===== src/hw/tsa_pkg.sv =====
// Shared constants and types for the tag system-area configuration block
package tsa_pkg;
  // System-area window, byte offsets
  localparam logic [8:0] SA_BASE        = 9'h1e0;
  localparam logic [8:0] SYSTEM_CODE_OFF = 9'h1e0;
  localparam logic [8:0] HW_ONE_OFF     = 9'h1ee;
  localparam logic [8:0] RF_RO_OFF      = 9'h1f0;
  localparam logic [8:0] SER_RO_OFF     = 9'h1f4;
  localparam logic [8:0] LOCK_OFF       = 9'h1f8;
  localparam logic [8:0] TUNNEL_OFF     = 9'h1fc;
  localparam logic [8:0] HW_TWO_OFF     = 9'h1fd;
  localparam int         SA_BYTES       = 32;
  localparam int         MAP_BLOCKS     = 27;

  // Field positions
  localparam int PROTO_LSB  = 4;
  localparam int IDSRC_BIT  = 0;
  localparam int QWT_LSB    = 4;
  localparam int AWT_LSB    = 0;
  localparam int INTERCHARACTER_WAIT_EXPONENT_LSB  = 6;
  localparam int RESPONSE_START_WAIT_EXPONENT_LSB  = 4;
  localparam int EXTRA_INTERRUPT_SELECT_LSB = 0;

  // Reset and default values
  localparam logic [7:0] SYSTEM_CODE_D0_DEF = 8'haa;
  localparam logic [7:0] SYSTEM_CODE_D1_DEF = 8'hff;
  localparam logic [1:0] PROTO_DEF          = 2'h0;
  localparam logic [1:0] PROTO_RESERVED     = 2'h3;
  localparam logic [6:0] SLAVE_ADDR_DEF     = 7'h54;
  localparam logic [3:0] QWT_DEF            = 4'h4;
  localparam logic [3:0] QWT_MAX            = 4'h8;
  localparam logic [3:0] AWT_DEF            = 4'h7;
  localparam logic [3:0] AWT_MAX            = 4'hc;
  localparam logic [1:0] INTERCHARACTER_WAIT_EXPONENT_DEF          = 2'h3;
  localparam logic [1:0] RESPONSE_START_WAIT_EXPONENT_DEF          = 2'h3;
  localparam logic [2:0] EXTRA_INTERRUPT_SELECT_DEF         = 3'h0;
  localparam logic [1:0] XIRQ_PRE_TX        = 2'h2;
  localparam logic [1:0] XIRQ_WRITE_DONE    = 2'h3;

  // Timing: base periods in ns, clock period in ns
  localparam int CLK_PERIOD_NS   = 4;
  localparam int TUNNEL_BASE_NS  = 1024000;
  localparam int CHAR_BASE_NS    = 942000;
  localparam int RESP_BASE_NS    = 1880000;
  localparam int TUNNEL_BASE_CYC = TUNNEL_BASE_NS / CLK_PERIOD_NS;
  localparam int CHAR_BASE_CYC   = CHAR_BASE_NS / CLK_PERIOD_NS;
  localparam int RESP_BASE_CYC   = RESP_BASE_NS / CLK_PERIOD_NS;
  localparam int TICK_W          = 13;

  // Memory access check request
  typedef struct packed {
    logic       valid;
    logic [4:0] block;
    logic       encrypted;
    logic       write;
  } tsa_access_req_t;

  // Host-interface events that start and stop the wait timers
  typedef struct packed {
    logic tunnel_irq_raised;
    logic query_rcvd;
    logic query_answered;
    logic answer_rcvd;
    logic host_char;
    logic host_frame_end;
    logic resp_started;
    logic slave_tx_req;
  } tsa_host_evt_t;

  // Interrupt sources
  typedef struct packed {
    logic cmd_done;
    logic rf_pre_tx;
    logic rf_write_done;
    logic field_detect;
  } tsa_irq_src_t;

  // Power-up configuration seen by the rest of the tag
  typedef struct packed {
    logic [1:0]  rf_protocol_select;
    logic        identifier_source_select;
    logic [6:0]  host_slave_address;
    logic [15:0] system_code_bytes;
  } tsa_hw_cfg_t;
endpackage : tsa_pkg


===== src/hw/tsa_config.sv =====
// System-area configuration decode, access checks, host wait timers and interrupt pin
// Behaviour
// - Lock bit plus RF read-only bit set RF access
// - RF read-only map: bit n byte k
// - Serial map bit one makes block read-only
// - All three maps default to zero
// - Lock map ignored on serial accesses
// - Protocol selector bits 5:4, 11 means default
// - Identifier source bit zero gives all-zero identifier
// - Slave address from bits 6:0, default 1010100
// - Query wait is T times 2^exponent
// - Query exponent above eight uses default
// - Answer wait, exponent 0..12, default seven
// - Inter-character wait, 942us base, default three
// - Response-start wait, 1.88ms base, default three
// - Select bits 2:1 choose extra RF interrupt
// - Select bit 0 adds field-detect interrupt
// - Command completion always interrupts the host
// - Select bits default zero: completion only
// - System code defaults AA then FF
// - Invalid enable or check byte gives defaults
// - Maps act now, others after reload
module tsa_config
  import tsa_pkg::*;
#(
  parameter int TUNNEL_BASE = TUNNEL_BASE_CYC,
  parameter int CHAR_BASE   = CHAR_BASE_CYC,
  parameter int RESP_BASE   = RESP_BASE_CYC
) (
  // Clock and reset
  input  wire logic            mclk,
  input  wire logic            rst_b,
  // System-area byte port from the memory controller
  input  wire logic [8:0]      sa_addr,
  input  wire logic            sa_wr,
  input  wire logic [7:0]      sa_wdata,
  output logic      [7:0]      sa_rdata,
  // Configuration validity and reload
  input  wire logic            cfg_valid,
  input  wire logic            self_reset,
  output tsa_hw_cfg_t          hw_cfg,
  // Access checks
  input  tsa_access_req_t      rf_req,
  output logic                 rf_grant,
  input  tsa_access_req_t      ser_req,
  output logic                 ser_grant,
  // Host-interface events and wait status
  input  tsa_host_evt_t        host_evt,
  output logic                 wait_timeout,
  output logic [4:0]           host_state,
  // Interrupt pin, open drain
  input  tsa_irq_src_t         irq_src,
  input  wire logic            irq_ack,
  output logic                 host_interrupt_request_n_o,
  output logic                 host_interrupt_request_n_oe
);

  typedef enum logic [4:0] {
    ST_IDLE   = 5'h01,
    ST_QUERY  = 5'h02,
    ST_ANSWER = 5'h04,
    ST_CHAR   = 5'h08,
    ST_RESP   = 5'h10
  } tsa_state_t;

  // Byte store of the system area, reset to the power-up defaults
  logic [7:0] sa_mem [SA_BYTES];
  logic [7:0] sa_rdata_r;

  // Pick one map bit for a block; reserved bits are picked too, but rf_mapped and ser_mapped discard them
  function automatic logic map_bit(input logic [31:0] map, input logic [4:0] blk);
    return map[blk];
  endfunction : map_bit

  // Grant RF access from lock and read-only bits
  function automatic logic rf_allow(input logic lock, input logic ro,
                                    input logic enc, input logic wr);
    logic ok;
    ok = 1'b1;
    if (!enc && !lock && ro) begin
      ok = 1'b0;                                 // Plaintext prohibited
    end else if (wr && lock && (!ro || !enc)) begin
      ok = 1'b0;                                 // Read-only cases
    end
    return ok;
  endfunction : rf_allow

  wire        in_area = (sa_addr >= SA_BASE);
  wire  [4:0] sa_idx  = sa_addr[4:0];

  // Byte writes; a write to an access map acts on the very next
  always_ff @(posedge mclk or negedge rst_b) begin
    if (!rst_b) begin
      for (int i = 0; i < SA_BYTES; i++) begin
        sa_mem[i] <= 8'h00;                      // Maps zero
      end
      sa_mem[0] <= SYSTEM_CODE_D0_DEF;
      sa_mem[1] <= SYSTEM_CODE_D1_DEF;
      sa_mem[5'(HW_ONE_OFF - SA_BASE) + 5'd1] <= {1'b0, SLAVE_ADDR_DEF};
      sa_mem[5'(TUNNEL_OFF - SA_BASE)] <= {QWT_DEF, AWT_DEF};
      sa_mem[5'(HW_TWO_OFF - SA_BASE)] <= {INTERCHARACTER_WAIT_EXPONENT_DEF, RESPONSE_START_WAIT_EXPONENT_DEF, 1'b0, EXTRA_INTERRUPT_SELECT_DEF};
    end else if (sa_wr && in_area) begin
      sa_mem[sa_idx] <= sa_wdata;                // Reserved bits kept as written
    end
  end

  // Registered read; outside the system area reads zero
  always_ff @(posedge mclk or negedge rst_b) begin
    if (!rst_b) begin
      sa_rdata_r <= 8'h00;
    end else begin
      sa_rdata_r <= in_area ? sa_mem[sa_idx] : 8'h00;
    end
  end
  assign sa_rdata = sa_rdata_r;

  // Raw fields of the stored bytes
  wire [7:0] hw1_b0 = sa_mem[5'(HW_ONE_OFF - SA_BASE)];
  wire [7:0] hw1_b1 = sa_mem[5'(HW_ONE_OFF - SA_BASE) + 5'd1];
  wire [7:0] tn_b   = sa_mem[5'(TUNNEL_OFF - SA_BASE)];
  wire [7:0] hw2_b  = sa_mem[5'(HW_TWO_OFF - SA_BASE)];
  wire [1:0] proto_raw = hw1_b0[PROTO_LSB +: 2];
  wire [3:0] qwt_raw   = tn_b[QWT_LSB +: 4];
  wire [3:0] awt_raw   = tn_b[AWT_LSB +: 4];

  // Effective values, falling back to defaults when the area is not enabled
  wire [1:0] proto_eff = (!cfg_valid || proto_raw == PROTO_RESERVED)
                         ? PROTO_DEF : proto_raw;
  wire       idsrc_eff = cfg_valid & hw1_b0[IDSRC_BIT];
  wire [6:0] addr_eff  = cfg_valid ? hw1_b1[6:0] : SLAVE_ADDR_DEF;
  wire [15:0] sc_eff   = cfg_valid ? {sa_mem[0], sa_mem[1]}
                         : {SYSTEM_CODE_D0_DEF, SYSTEM_CODE_D1_DEF};
  wire [3:0] qwt_eff   = (!cfg_valid || qwt_raw > QWT_MAX) ? QWT_DEF : qwt_raw;
  wire [3:0] awt_eff   = (!cfg_valid || awt_raw > AWT_MAX) ? AWT_DEF : awt_raw;
  wire [1:0] intercharacter_wait_exponent_eff = cfg_valid ? hw2_b[INTERCHARACTER_WAIT_EXPONENT_LSB +: 2] : INTERCHARACTER_WAIT_EXPONENT_DEF;
  wire [1:0] response_start_wait_exponent_eff = cfg_valid ? hw2_b[RESPONSE_START_WAIT_EXPONENT_LSB +: 2] : RESPONSE_START_WAIT_EXPONENT_DEF;
  wire [2:0] extra_interrupt_select_eff = cfg_valid ? hw2_b[EXTRA_INTERRUPT_SELECT_LSB +: 3] : EXTRA_INTERRUPT_SELECT_DEF;

  // Latched power-up values; rewrites wait for power-up or a self-reset
  logic        load_pend_r;
  tsa_hw_cfg_t hw_cfg_r;
  logic [3:0]  qwt_r;
  logic [3:0]  awt_r;
  logic [1:0]  intercharacter_wait_exponent_r;
  logic [1:0]  response_start_wait_exponent_r;
  logic [2:0]  extra_interrupt_select_r;

  always_ff @(posedge mclk or negedge rst_b) begin
    if (!rst_b) begin
      load_pend_r <= 1'b1;
      hw_cfg_r    <= '{PROTO_DEF, 1'b0, SLAVE_ADDR_DEF,
                       {SYSTEM_CODE_D0_DEF, SYSTEM_CODE_D1_DEF}};
      qwt_r       <= QWT_DEF;
      awt_r       <= AWT_DEF;
      intercharacter_wait_exponent_r     <= INTERCHARACTER_WAIT_EXPONENT_DEF;
      response_start_wait_exponent_r     <= RESPONSE_START_WAIT_EXPONENT_DEF;
      extra_interrupt_select_r    <= EXTRA_INTERRUPT_SELECT_DEF;
    end else if (load_pend_r || self_reset) begin
      load_pend_r <= 1'b0;
      hw_cfg_r    <= '{proto_eff, idsrc_eff, addr_eff, sc_eff};
      qwt_r       <= qwt_eff;
      awt_r       <= awt_eff;
      intercharacter_wait_exponent_r     <= intercharacter_wait_exponent_eff;
      response_start_wait_exponent_r     <= response_start_wait_exponent_eff;
      extra_interrupt_select_r    <= extra_interrupt_select_eff;
    end
  end
  assign hw_cfg = hw_cfg_r;

  // Map words gathered whole, so a rewritten byte reaches the check at once
  wire [4:0]  rf_ro_idx  = 5'(RF_RO_OFF - SA_BASE);
  wire [4:0]  ser_ro_idx = 5'(SER_RO_OFF - SA_BASE);
  wire [4:0]  lock_idx   = 5'(LOCK_OFF - SA_BASE);
  wire [31:0] rf_ro_map  = {sa_mem[rf_ro_idx + 5'd3], sa_mem[rf_ro_idx + 5'd2],
                            sa_mem[rf_ro_idx + 5'd1], sa_mem[rf_ro_idx]};
  wire [31:0] ser_ro_map = {sa_mem[ser_ro_idx + 5'd3], sa_mem[ser_ro_idx + 5'd2],
                            sa_mem[ser_ro_idx + 5'd1], sa_mem[ser_ro_idx]};
  wire [31:0] lock_map   = {sa_mem[lock_idx + 5'd3], sa_mem[lock_idx + 5'd2],
                            sa_mem[lock_idx + 5'd1], sa_mem[lock_idx]};

  // Live access maps; a disabled area reads as all read/write
  wire rf_lock = cfg_valid & map_bit(lock_map, rf_req.block);
  wire rf_ro   = cfg_valid & map_bit(rf_ro_map, rf_req.block);
  wire ser_ro  = cfg_valid & map_bit(ser_ro_map, ser_req.block);
  wire rf_mapped  = (rf_req.block < 5'(MAP_BLOCKS));
  wire ser_mapped = (ser_req.block < 5'(MAP_BLOCKS));
  wire rf_ok  = !rf_mapped || rf_allow(rf_lock, rf_ro, rf_req.encrypted, rf_req.write);
  wire ser_ok = !ser_mapped || !(ser_req.write && ser_ro); // Lock map not consulted

  logic rf_grant_r;
  logic ser_grant_r;
  always_ff @(posedge mclk or negedge rst_b) begin
    if (!rst_b) begin
      rf_grant_r  <= 1'b0;
      ser_grant_r <= 1'b0;
    end else begin
      rf_grant_r  <= rf_req.valid & rf_ok;
      ser_grant_r <= ser_req.valid & ser_ok;
    end
  end
  assign rf_grant  = rf_grant_r;
  assign ser_grant = ser_grant_r;

  // Shared prescaler: one counter per base, advanced in one process.
  // A wait may start mid-period, so it can end up to one base early;
  // the base is only held to 25 percent anyway.
  logic [19:0] pre_tun_r;
  logic [19:0] pre_chr_r;
  logic [19:0] pre_rsp_r;
  wire tick_tun = (pre_tun_r == 20'(TUNNEL_BASE - 1));
  wire tick_chr = (pre_chr_r == 20'(CHAR_BASE - 1));
  wire tick_rsp = (pre_rsp_r == 20'(RESP_BASE - 1));

  always_ff @(posedge mclk or negedge rst_b) begin
    if (!rst_b) begin
      pre_tun_r <= 20'h0;
      pre_chr_r <= 20'h0;
      pre_rsp_r <= 20'h0;
    end else begin
      pre_tun_r <= tick_tun ? 20'h0 : pre_tun_r + 20'h1;
      pre_chr_r <= tick_chr ? 20'h0 : pre_chr_r + 20'h1;
      pre_rsp_r <= tick_rsp ? 20'h0 : pre_rsp_r + 20'h1;
    end
  end

  // Host-interface wait machine
  tsa_state_t          state_r;
  tsa_state_t          state_nxt;
  logic [TICK_W-1:0]   ticks_r;
  logic [TICK_W-1:0]   limit;
  logic                tick;
  logic                restart;
  logic                timeout_r;

  always_comb begin
    state_nxt = state_r;
    restart   = 1'b0;
    limit     = TICK_W'(1);
    tick      = 1'b0;
    case (state_r)
      ST_QUERY: begin
        limit = TICK_W'(1) << qwt_r;
        tick  = tick_tun;
        if (host_evt.query_rcvd) state_nxt = ST_IDLE;
      end
      ST_ANSWER: begin
        limit = TICK_W'(1) << awt_r;
        tick  = tick_tun;
        if (host_evt.answer_rcvd) state_nxt = ST_IDLE;
      end
      ST_CHAR: begin
        limit = TICK_W'(1) << intercharacter_wait_exponent_r;
        tick  = tick_chr;
        restart = host_evt.host_char;
        if (host_evt.host_frame_end) state_nxt = ST_IDLE;
      end
      ST_RESP: begin
        limit = TICK_W'(1) << response_start_wait_exponent_r;
        tick  = tick_rsp;
        if (host_evt.slave_tx_req) state_nxt = ST_IDLE;
      end
      default: begin
        if (host_evt.tunnel_irq_raised) state_nxt = ST_QUERY;
        else if (host_evt.query_answered) state_nxt = ST_ANSWER;
        else if (host_evt.resp_started) state_nxt = ST_RESP;
        else if (host_evt.host_char) state_nxt = ST_CHAR;
      end
    endcase
    if (state_r == ST_QUERY && host_evt.query_answered) state_nxt = ST_ANSWER;
  end

  wire expire = (state_r != ST_IDLE) && tick && !restart
                && (ticks_r + TICK_W'(1) >= limit) && (state_nxt == state_r);

  // Expiry abandons the exchange
  always_ff @(posedge mclk or negedge rst_b) begin
    if (!rst_b) begin
      state_r   <= ST_IDLE;
      ticks_r   <= '0;
      timeout_r <= 1'b0;
    end else begin
      timeout_r <= expire;
      state_r   <= expire ? ST_IDLE : state_nxt;
      if (expire || restart || state_nxt != state_r) ticks_r <= '0;
      else if (tick) ticks_r <= ticks_r + TICK_W'(1);
    end
  end
  assign wait_timeout = timeout_r;
  assign host_state   = state_r;

  // Interrupt sources: completion always, extras by selection
  wire xsel_pre = (extra_interrupt_select_r[2:1] == XIRQ_PRE_TX);
  wire xsel_wr  = (extra_interrupt_select_r[2:1] == XIRQ_WRITE_DONE);
  wire irq_set  = irq_src.cmd_done
                | (xsel_pre & irq_src.rf_pre_tx)
                | (xsel_wr & irq_src.rf_write_done)
                | (extra_interrupt_select_r[0] & irq_src.field_detect);

  // Pin pulled low while pending; a new event beats a same-cycle acknowledge
  logic irq_pend_r;
  logic irq_out_r;
  always_ff @(posedge mclk or negedge rst_b) begin
    if (!rst_b) begin
      irq_pend_r <= 1'b0;
      irq_out_r  <= 1'b0;
    end else begin
      irq_pend_r <= irq_set | (irq_pend_r & ~irq_ack);
      irq_out_r  <= 1'b0;
    end
  end
  assign host_interrupt_request_n_o  = irq_out_r;
  assign host_interrupt_request_n_oe = irq_pend_r;

endmodule : tsa_config


===== config.mk =====
export PLATFORM = sky130hd
export DESIGN_NAME = tsa_config
export DESIGN_NICKNAME = d
export VERILOG_FILES = /design/src/hw/tsa_pkg.sv /design/src/hw/tsa_config.sv
export SDC_FILE = /design/constraint.sdc
export NUM_CORES = 1
export LEC_CHECK = 0
export ABC_AREA = 0
export ABC_CLOCK_PERIOD_IN_PS = 9200
export BUFFER_PORTS_ARGS = -buffer_cell sky130_fd_sc_hd__buf_2
export CAP_MARGIN = 20
export CORE_MARGIN = 2
export CORE_UTILIZATION = 55
export CTS_BUF_LIST = sky130_fd_sc_hd__clkbuf_2 sky130_fd_sc_hd__clkbuf_4 sky130_fd_sc_hd__clkbuf_8
export DETAILED_ROUTE_END_ITERATION = 7
export HOLD_SLACK_MARGIN = 0.02
export PLACE_DENSITY = 0.7
export SYNTH_ARGS = -nofsm -noshare
export SYNTH_HDL_FRONTEND = slang
export SYNTH_SLANG_ARGS = --single-unit

===== constraint.sdc =====
create_clock -name mclk -period 9.2 [get_ports mclk]
set_clock_uncertainty 0.2 [all_clocks]
set_input_delay 2.3 -clock mclk [delete_from_list [all_inputs] [get_ports mclk]]
set_output_delay 2.3 -clock mclk [all_outputs]
set_load 0.02 [all_outputs]

# Yosys cells after proc, flatten, opt, wreduce, memory -nomap -nowiden
# Cells that the tools add are included.
[op_classes]
add_sub_neg = 4
multipliers = 0
div_mod_pow = 0
n_lt_le_gt_ge = 10
eq_ne = 13
shifts = 4
mux = 42
n_bitwise = 16
reduce_logical = 31
[op_table]
columns = ["op", "count"]
rows = [
  ["$bwmux W256", 1],
  ["$add A20 B1 Y20 const B", 3],
  ["$mux W20", 3],
  ["$pmux W13 S4", 1],
  ["$mux W5", 10],
  ["$bmux W8 S5", 1],
  ["$demux W8 S5", 1],
  ["$eq A20 B18 Y1 const B", 2],
  ["$mux W8", 4],
  ["$mux W13", 2],
  ["$shl A1 B2 Y13 const A", 2],
  ["$shl A1 B4 Y13 const A", 2],
  ["$eq A20 B19 Y1 const B", 1],
  ["$pmux W5 S4", 1],
  ["$mux W16", 1],
  ["$bmux W1 S5", 3],
  ["$add A13 B1 Y13 const B", 1],
  ["$ge A13 B13 Y1", 1],
  ["$logic_and A1 B1 Y1", 12],
  ["$lt A5 B6 Y1 const B", 2],
  ["$and A1 B1 Y1", 10],
  ["$lt A5 B5 Y1 const B", 2],
  ["$ge A9 B9 Y1 const B", 1],
  ["$logic_or A1 B1 Y1", 9],
  ["other kinds (23)", 44],
]
[word_totals]
register_bits = 388
latch_bits = 0
ram_bits = 0
romBits = 0
inputBits = 51
out_inout_bits = 44
mem_count = 0

# Depth between registers and ports, before layout
# Gate-level depths: netlist (run 1).
[logic_depth]
ltp_word = 11
mapped_depth = 17
ltp_nobuf = 15

# Worst setup path after synthesis (run 1)
# OpenSTA, ideal clock, no wires.
[synth_timing]
path_kind = "in2reg"
startpoint = "input sa_addr[0]"
endpoint = "register sa_rdata_r[5] (netlist: sa_rdata[5])"
arrival_ps = 4368
required_time_ps = 8867
slack_ps = 4500
stages = 6
cell_sequence = "clkbuf_1 -> buf_1 -> buf_1 -> mux4_2 -> a22oi_1 -> a31oi_1"
[synth_between]
elab_chain_len = 5
[synth_rtl]
columns = ["element", "line_no", "source"]
rows = [
  ["start, declared", "tsa_config.sv:34", "input wire logic [8:0] sa_addr,"],
  ["$not A5 Y6 (implied by the code)", "tsa_config.sv:112", "sa_rdata_r <= in_area ? sa_mem[sa_idx] : 8'h00;"],
  ["$bmux W8 S5", "tsa_config.sv:112", ""],
  ["$mux W8 (implied by the code) (2 in series)", "tsa_config.sv:112", ""],
  ["$mux W8 (*)", "tsa_config.sv:112", ""],
  ["end signal, assigned", "tsa_config.sv:112", ""],
  ["end, declared", "tsa_config.sv:68", "logic [7:0] sa_rdata_r;"],
]
# Mark *: on every way between the ends. The rest lies on a longest branch, timed or not. The select of a mux whose other input is x is not followed.
# A chain may end at the register's enable or synchronous reset.

# Worst setup path after layout (run 1)
[layout_timing]
startpoint = "input sa_addr[1]"
endpoint = "register sa_mem, in the netlist hw1_b0[4]"
[layout_between]
elab_chain_len = 6
[layout_rtl]
columns = ["element", "line_no", "source"]
rows = [
  ["$not A5 Y6 (implied by the code)", "tsa_config.sv:103", "sa_mem[sa_idx] <= sa_wdata;"],
  ["$ge A6 B6 Y1 (implied by the code) / $lt A6 B1 Y1 (equally long branches)", "tsa_config.sv:103", ""],
  ["$logic_and A1 B1 Y1 (implied by the code)", "tsa_config.sv:103", ""],
  ["$mux W8 (implied by the code)", "tsa_config.sv:103", ""],
  ["$demux W8 S5", "tsa_config.sv:103", ""],
  ["$bwmux W256", "tsa_config.sv:103", ""],
  ["end signal, assigned by index", "tsa_config.sv:100", "sa_mem[5'(TUNNEL_OFF - SA_BASE)] <= {QWT_DEF, AWT_DEF};"],
  ["end signal, assigned by index", "tsa_config.sv:101", "sa_mem[5'(HW_TWO_OFF - SA_BASE)] <= {INTERCHARACTER_WAIT_EXPONENT_DEF, RESPONSE_START_WAIT_EXPONENT_DEF, 1'b0, ..."],
  ["end signal, assigned by index", "tsa_config.sv:103", ""],
  ["end, declared", "tsa_config.sv:67", "logic [7:0] sa_mem [SA_BYTES];"],
]
# Parallel ways exist; a longest one is shown, timed or not.

==> results.txt, run 1 <==
The run finished with clean final reports. The area of the die is 36100 um2. Across all hold checks on the routed design, the worst slack comes to 0.262 ns. The total detailed-routing wirelength is 45.5 mm.

In this run, post-CTS hold repair placed 0 buffers. The pin count of the biggest net entering global routing is 123. The most crowded layer after global routing is met2.

Across all register-to-register paths, the minimum setup slack is 4.47 ns. The maximum clock rate came out at 202 MHz. The highest fanout seen on the critical path is 42.

Counting flops and latches in the post-synthesis netlist gives 388. Once detailed placement completed, the half-perimeter wirelength came to 29.6 mm. The cell type with the largest total area after synthesis is sky130_fd_sc_hd__dfrtp_1. The global-route wire length before repair came out at 72.9 mm.

The most used flip-flop cell after synthesis is sky130_fd_sc_hd__dfrtp_1. The TritonCTS sink count is 388. The synthesis-to-layout area growth is 12.3%. The number of instances in the synthesized netlist is 1534. The type of the worst min-delay path is reg2reg. STA classifies the critical path endpoint as a flop. The average cell area after synthesis came out at 12.4 um2. In this design, the largest share of critical-path delay is due to simple AND/OR/NAND/NOR gates. The number of port buffers came out at 92. The number of buffer and inverter stages on the critical path is 2. The effective utilization at floorplan is 0.555. The cell area after placement is 19900 um2. The via count of the first global-routing pass is 13010. In the finished design, the share of the clock period the worst path needs comes to 0.539.

In the layout the commonest cells are sky130_fd_sc_hd__dfrtp_1 (340), sky130_fd_sc_hd__mux2_2 (244), sky130_fd_sc_hd__nor2_1 (125), sky130_fd_sc_hd__nand2_1 (120), sky130_fd_sc_hd__buf_2 (90). The largest single stage delay on the critical path is 0.79 ns. Of the synthesized area, sequential elements account for 0.513. The tree is rooted in a sky130_fd_sc_hd__clkbuf_8. The chip width is 190 um. The slowest cell on the critical path is sky130_fd_sc_hd__nor2_1. The post-CTS resize count is 0. The count of maximum capacitance violations is 0.

For this design the static power due to leakage is 9.82 nW. Counting flops with a built-in enable in the synthesized netlist gives 0. Summed over all layers, the global routing overflow is 0. The floorplan step defined a core boundary enclosing 34300 um2. The met1 track utilization from global routing came out at 0.367.

The number of endpoints with negative hold slack in the final report came to 0. Of the cells placed in the final design, the portion with a size suffix greater than 1 is 0.369. The depth of the CTS H-tree is 3. Pin placement for this block handled 95 I/O pins. The detailed router finished its first iteration with 879 violations. The maximum buffer depth of the clock tree is 3. After clock tree synthesis, the clock-pin slew on the worst setup and hold paths is 0.06 ns. The number of vias per cell came out at 6.09.

The number of inserted diodes is 0. The final weighted congestion in routability-driven placement is 0.945. The leading cell type in the layout, fill and taps excluded is sky130_fd_sc_hd__dfrtp_1. The post-synthesis cell type count came out at 66. The slew of the pin with the lowest slew margin is 0.974 ns.

The number of max-slew violations in the final report is 0. The remaining number of nets flagged by the antenna check after routing came out at 0. In the final timing run, aggregate negative setup slack is 0 ns. The buffer count from post-CTS setup fixing is 0.

The number of warnings printed during yosys synthesis came out at 0. The cell area after synthesis is 19000 um2. The total number of placement rows came out at 68. The met3 capacity usage during global routing came out at 0.0513. Data arrives at the worst endpoint at 5.24 ns.

The signal on the critical path passes through buf_2 -> buf_4 -> nand2_1 -> nor2_1 -> mux2_2. The initial antenna violation count was 2. TritonCTS built the clock tree. The largest voltage drop on the vdd net came out at 167 uV. For this run, the total global-route usage over all layers was measured as 0.260. In the final design database the tool counted 1694 nets.

The minimum clock period came out at 4.96 ns. The data required time at the worst endpoint came out at 9.48 ns. Measured against its own limit, the worst slew margin works out to 0.351. The first-pass detailed-route iteration total is 5.

The critical path is of the in2reg type. The launching element type of the critical path is a primary input. The final route contains 12966 vias. The power density over cell area is 187 nW/um2. The DRC violation count after routing is 0. The post-synthesis async set-or-reset flop share came out at 1.00.

The met2 usage in global routing is 0.403. Setup repair after global routing left no endpoint under its margin. The clock insertion delay at the later pin of the skew report is 0.62 ns. The vertical die dimension is 190 um.

Setup violations remaining at the end of the flow were counted as 0. The cell area after layout is 21400 um2. The count of filler cells inserted in the layout is 2659. The fraction of post-synthesis cell area in the top cell type by area is 0.447. Yosys attributes the largest share of cell area to sky130_fd_sc_hd__dfrtp_1 (45%), sky130_fd_sc_hd__mux2_2 (14%), sky130_fd_sc_hd__mux4_2 (10%), sky130_fd_sc_hd__dfstp_2 (6.6%), sky130_fd_sc_hd__nor2_1 (2.5%). The wire length per cell after detailed routing is 21.4 um. The number of CTS-inserted buffers is 68.
worst paths after layout:
check	from	end	cells past startpoint
min in group asynchronous	rst_b	pre_rsp_r[19]	1
hold reg to reg	hw_cfg[17]	hw_cfg[17]	2
hold / removal	hw_cfg[17]	hw_cfg[17]	2
setup / recovery	sa_addr[1]	hw1_b0[4]	5
max in group asynchronous	rst_b	sa_mem[207]	2
setup reg to reg	host_state[1]	host_state[1]	14
worst register-to-register path, delay by kind of cell (launching register included):
family | cells | cell delay, ns
compound gates | 6 | 1.13
flops | 1 | 0.51
simple gates | 7 | 2.44
fa+ha+maj | 1 | 0.31
layer usage:
layer / wire length [um] / up-vias
li1: - / 5804
met1: 20500 / 6720
met2: 21400 / 358
met3: 2560 / 82
met4: 1070 / 2
met5: 7 / -
registers in the layout (all words and copies together), names as in the netlist, 2 cells and up:
register                        count
tn_b                                8
hw1_b1                              8
pre_rsp_r                          20
pre_chr_r                          20
hw2_b                               8
host_state                          5
qwt_r                               4
awt_r                               4
hw_cfg                             26
sa_rdata                            8
hw1_b0                              8
response_start_wait_exponent_r      2
pre_tun_r                          20
sa_mem                            224
ticks_r                            13
intercharacter_wait_exponent_r      2
extra_interrupt_select_r            3
layout make-up:
type | count | area, um2 | share of cell area
Timing Repair Buffer | 108 | 626 | 0.0293
Sequential cell | 388 | 9770 | 0.457
Clock inverter | 13 | 153 | 0.00714
Clock buffer | 106 | 1320 | 0.0618
Multi-Input combinational cell | 1025 | 8810 | 0.412
Tap cell | 455 | 569 | 0.0266
Inverter | 35 | 131 | 0.00615
synthesized netlist by cell type, drive strengths merged (9+ instances only):
cell type	n
nand4	20
inv	35
clkbuf	59
a22oi	13
dfstp	48
and3	13
nand3	61
nand2	120
a31oi	39
mux2	244
nand2b	9
mux4	85
nor2	125
nor2b	12
a21oi	17
a221oi	9
mux2i	9
nand4b	9
nor3	20
dfrtp	340
o21ai	32
xnor2	31
nand3b	12
buf	28
xor2	38
ha	17
report_power, final:
group	internal (mW)	total [mW]	switching, mW
clock network	0.998	1.71	0.711
registers	1.76	1.81	0.0489
logic	0.181	0.484	0.303
total	2.94	4.00	1.06
metrics by stage:
stage | cells | power, mW | setup WS (ns) | utilization
4_1_cts | 2128 | 4.03 | 4.32 | 0.622
2_1_floorplan | 1535 | 2.17 | 4.50 | -
5_1_grt | 2130 | 4.17 | 4.08 | 0.623
6_report | 2130 | 4.00 | 4.24 | 0.623
3_5_place_dp | 2009 | 2.32 | 3.69 | 0.579
3_3_place_gp | 2008 | 2.31 | 3.69 | 0.579
cells by family after synthesis:
family          Yosys count  synth area share
other cells               1          0.000197
mux                     338             0.250
flops                   388             0.513
fa+ha+maj                17            0.0112
simple gates            441             0.112
buf+inv                 122            0.0253
xor+xnor                 69            0.0317
compound gates          158            0.0570
Power figures use the tool's default switching activity.
==> run 2: changes to the inputs <==
ABC_CLOCK_PERIOD_IN_PS = 5100   (was 9200)
clock period = 5.1 ns   (was 9.2 ns; I/O delays follow)
==> run 2 against run 1 <==
Against the previous run: sequential power is 80% higher; wire length is 0.89% higher; register-to-register slack worse by 3.9 ns; first-iteration DRC count is 5.6% higher; critical path depth is 10 higher; power is 76% higher; largest cell class unchanged; largest power group unchanged.
==> results.txt, run 2 (synthesis results as in run 1) <==
The run finished with clean final reports. The buffer count from post-CTS setup fixing is 0. Ranked by flip-flop count, first place goes to sa_mem. In this run the most critical hold path is launched from pre_rsp_r[0].

The launching element type of the critical path is a flop. The clock insertion delay at the later pin of the skew report came out at 0.60 ns. The placeable core region came out at 34300 um2.

The number of max-slew violations in the final report came to 0. The area of the die is 36100 um2. The I/O pin count came out at 95. The TritonCTS sink count is 388. The largest single stage delay on the critical path is 0.52 ns. The pin count of the biggest net entering global routing is 101. Dividing the detail-routed wire length by the instance count gives 21.4 um. The final-layout setup total negative slack came out at 0 ns. Setup repair after global routing left no endpoint under its margin. The maximum clock rate came out at 221 MHz. The initial antenna violation count is 3. In this run the worst path has a maximum fanout of 10. The DRC violation count after routing came out at 0. The power density over cell area is 330 nW/um2.

Counting cells, the worst reg-to-reg path comes to 15. The vertical die dimension is 190 um. The minimum clock period came out at 4.52 ns. The first-pass detailed-route iteration total came out at 7. Buffers inserted to repair hold after CTS numbered 0. The worst setup path is of the reg2reg kind. The tool flagged a number of max-cap violations equal to 0. The number of buffer and inverter stages on the critical path is 1. After layout, the worst setup slack is 0.579 ns. The post-CTS resize count is 0. The number of DRC markers in iteration 0 is 928. The worst setup path is captured at a flop. The global route total overflow is 0. The total detailed-routing wirelength came out at 45.9 mm. The number of vias per cell is 6.02. The slew of the pin with the lowest slew margin came out at 0.940 ns.

The largest voltage drop on the vdd net is 245 uV. The maximum buffer depth of the clock tree is 3. In this run the static leakage power is 9.84 nW. The worst slack at placement is 0.576 ns. The worst hold path belongs to the class reg2reg.

The synthesis-to-layout area growth is 12.2%. For the worst setup path, the data arrival time is 4.76 ns. The leading cell type in the layout, fill and taps excluded is sky130_fd_sc_hd__dfrtp_1. The tree is rooted in a sky130_fd_sc_hd__clkbuf_8.

The path with the worst hold slack has its endpoint at pre_rsp_r[0]. Traced cell by cell, the critical path runs through or3b_4 -> nor3_1 -> a222oi_1 -> a21boi_0 -> nor2b_1 -> nand2_1 -> ha_1 -> nor2b_1 -> o211ai_1 -> a211o_1 -> a21oi_1 -> o2bb2ai_1 -> buf_4 -> nor3_1 -> nor2_1. The remaining number of nets flagged by the antenna check after routing came out at 0. The reg-to-reg setup timing slack is 0.58 ns. Dividing the final minimum period by the clock period gives 0.886. The final weighted congestion in routability-driven placement came out at 0.898. The endpoint of the most critical register-to-register path is host_state[3].

The first global-routing pass estimated 73.8 mm of wire. The cell depth of the worst hold path is 1. The number of endpoints with negative hold slack in the final report came to 0. For the worst setup path, the data required time is 5.34 ns. The count of filler cells inserted in the layout came out at 2652. In this run the tightest slew margin relative to its limit is 0.371. The flip-flop count of the largest register after layout is 224. The largest individual stage delay along the critical path comes from the cell sky130_fd_sc_hd__dfrtp_1. The final layout net count is 1707.

The fraction of final layout cells sized beyond drive strength 1 is 0.374. For this run, the total global-route usage over all layers was measured as 0.262. In this run the core area contains 68 standard-cell rows.

The number of CTS-inserted buffers came out at 67. The overall via count from detail_route is 12922. The effective utilization at floorplan is 0.555. The depth of the CTS H-tree came out at 3. The via count of the first global-routing pass is 13262.

The half-perimeter wire length of the detailed placement result came out at 30.7 mm. The chip width came out at 190 um. The post-CTS clock slew at the launch and capture registers of the worst setup and hold paths is 0.06 ns. The launch point of the worst reg-to-reg path is host_state[4]. Setup violations remaining at the end of the flow were counted as 0. During placement, the flow inserted port buffers numbering 92. The top cell types in the final layout, fill and taps aside, are sky130_fd_sc_hd__dfrtp_1 (340), sky130_fd_sc_hd__mux2_2 (244), sky130_fd_sc_hd__nor2_1 (125), sky130_fd_sc_hd__nand2_1 (120), sky130_fd_sc_hd__buf_2 (90). Grouping stages by cell kind, the critical path spends the most delay in simple AND/OR/NAND/NOR gates.

The clock tree from TritonCTS is done.
==> run 2: final cells by class <==
type                       count  area, um2  area share
sequential                   388       9770       0.457
multi-input combinational   1025       8800       0.412
clock buffer                 108       1290      0.0605
timing repair buffer         122        723      0.0339
tap                          455        569      0.0267
inverter                      35        131     0.00615
clock inverter                11       71.3     0.00334
antenna                        1       2.50    0.000117
==> run 2: worst max-delay path by stage <==
stage / slack [ns] / start / to / depth (start not counted)
finish: 0.58 / host_state[4] / host_state[3] / 15
global route: 0.09 / host_state[4] / host_state[4] / 15
CTS: 0.55 / host_state[4] / host_state[3] / 15
detailed placement: 0.58 / host_state[4] / host_state[3] / 15
global placement: 0.71 / host_state[4] / host_state[3] / 15
floorplan: 0.90 / host_state[0] / ticks_r[10] / 16
==> run 2: metrics by stage <==
step | instances | util | hold slack, ns | power (mW) | instance area [um2]
CTS | 2144 | 0.623 | 0.250 | 7.12 | 21400
finish | 2145 | 0.623 | 0.246 | 7.06 | 21400
global placement | 2025 | 0.583 | 0.240 | 4.21 | 20000
floorplan | 1535 | - | 0.224 | 3.91 | 19000
detailed placement | 2025 | 0.583 | 0.243 | 4.23 | 20000
global route | 2144 | 0.623 | 0.281 | 7.37 | 21400
==> run 2: power breakdown <==
| group | total [mW] | switching, mW | internal, mW | leakage, nW |
|---|---|---|---|---|
| Clock | 2.88 | 1.27 | 1.61 | 0.734 |
| Combinational | 0.929 | 0.576 | 0.352 | 3.93 |
| Sequential | 3.25 | 0.0719 | 3.18 | 5.18 |
==> run 2: worst reg2reg max path, delay by kind of cell (launching register included) <==
kind	cells	cell delay [ns]
simple gates	7	2.13
fa+ha+maj	1	0.31
compound gates	6	1.06
buf+inv	1	0.16
flops	1	0.52
==> run 2: per-layer routing <==
layer  global-route usage  share of wire  up-vias
met4               0.0790          0.020        2
met2                0.405           0.47      399
met5                    0        0.00028        -
met1                0.380           0.45     6617
met3               0.0480          0.061       78
li1                     -              -     5826
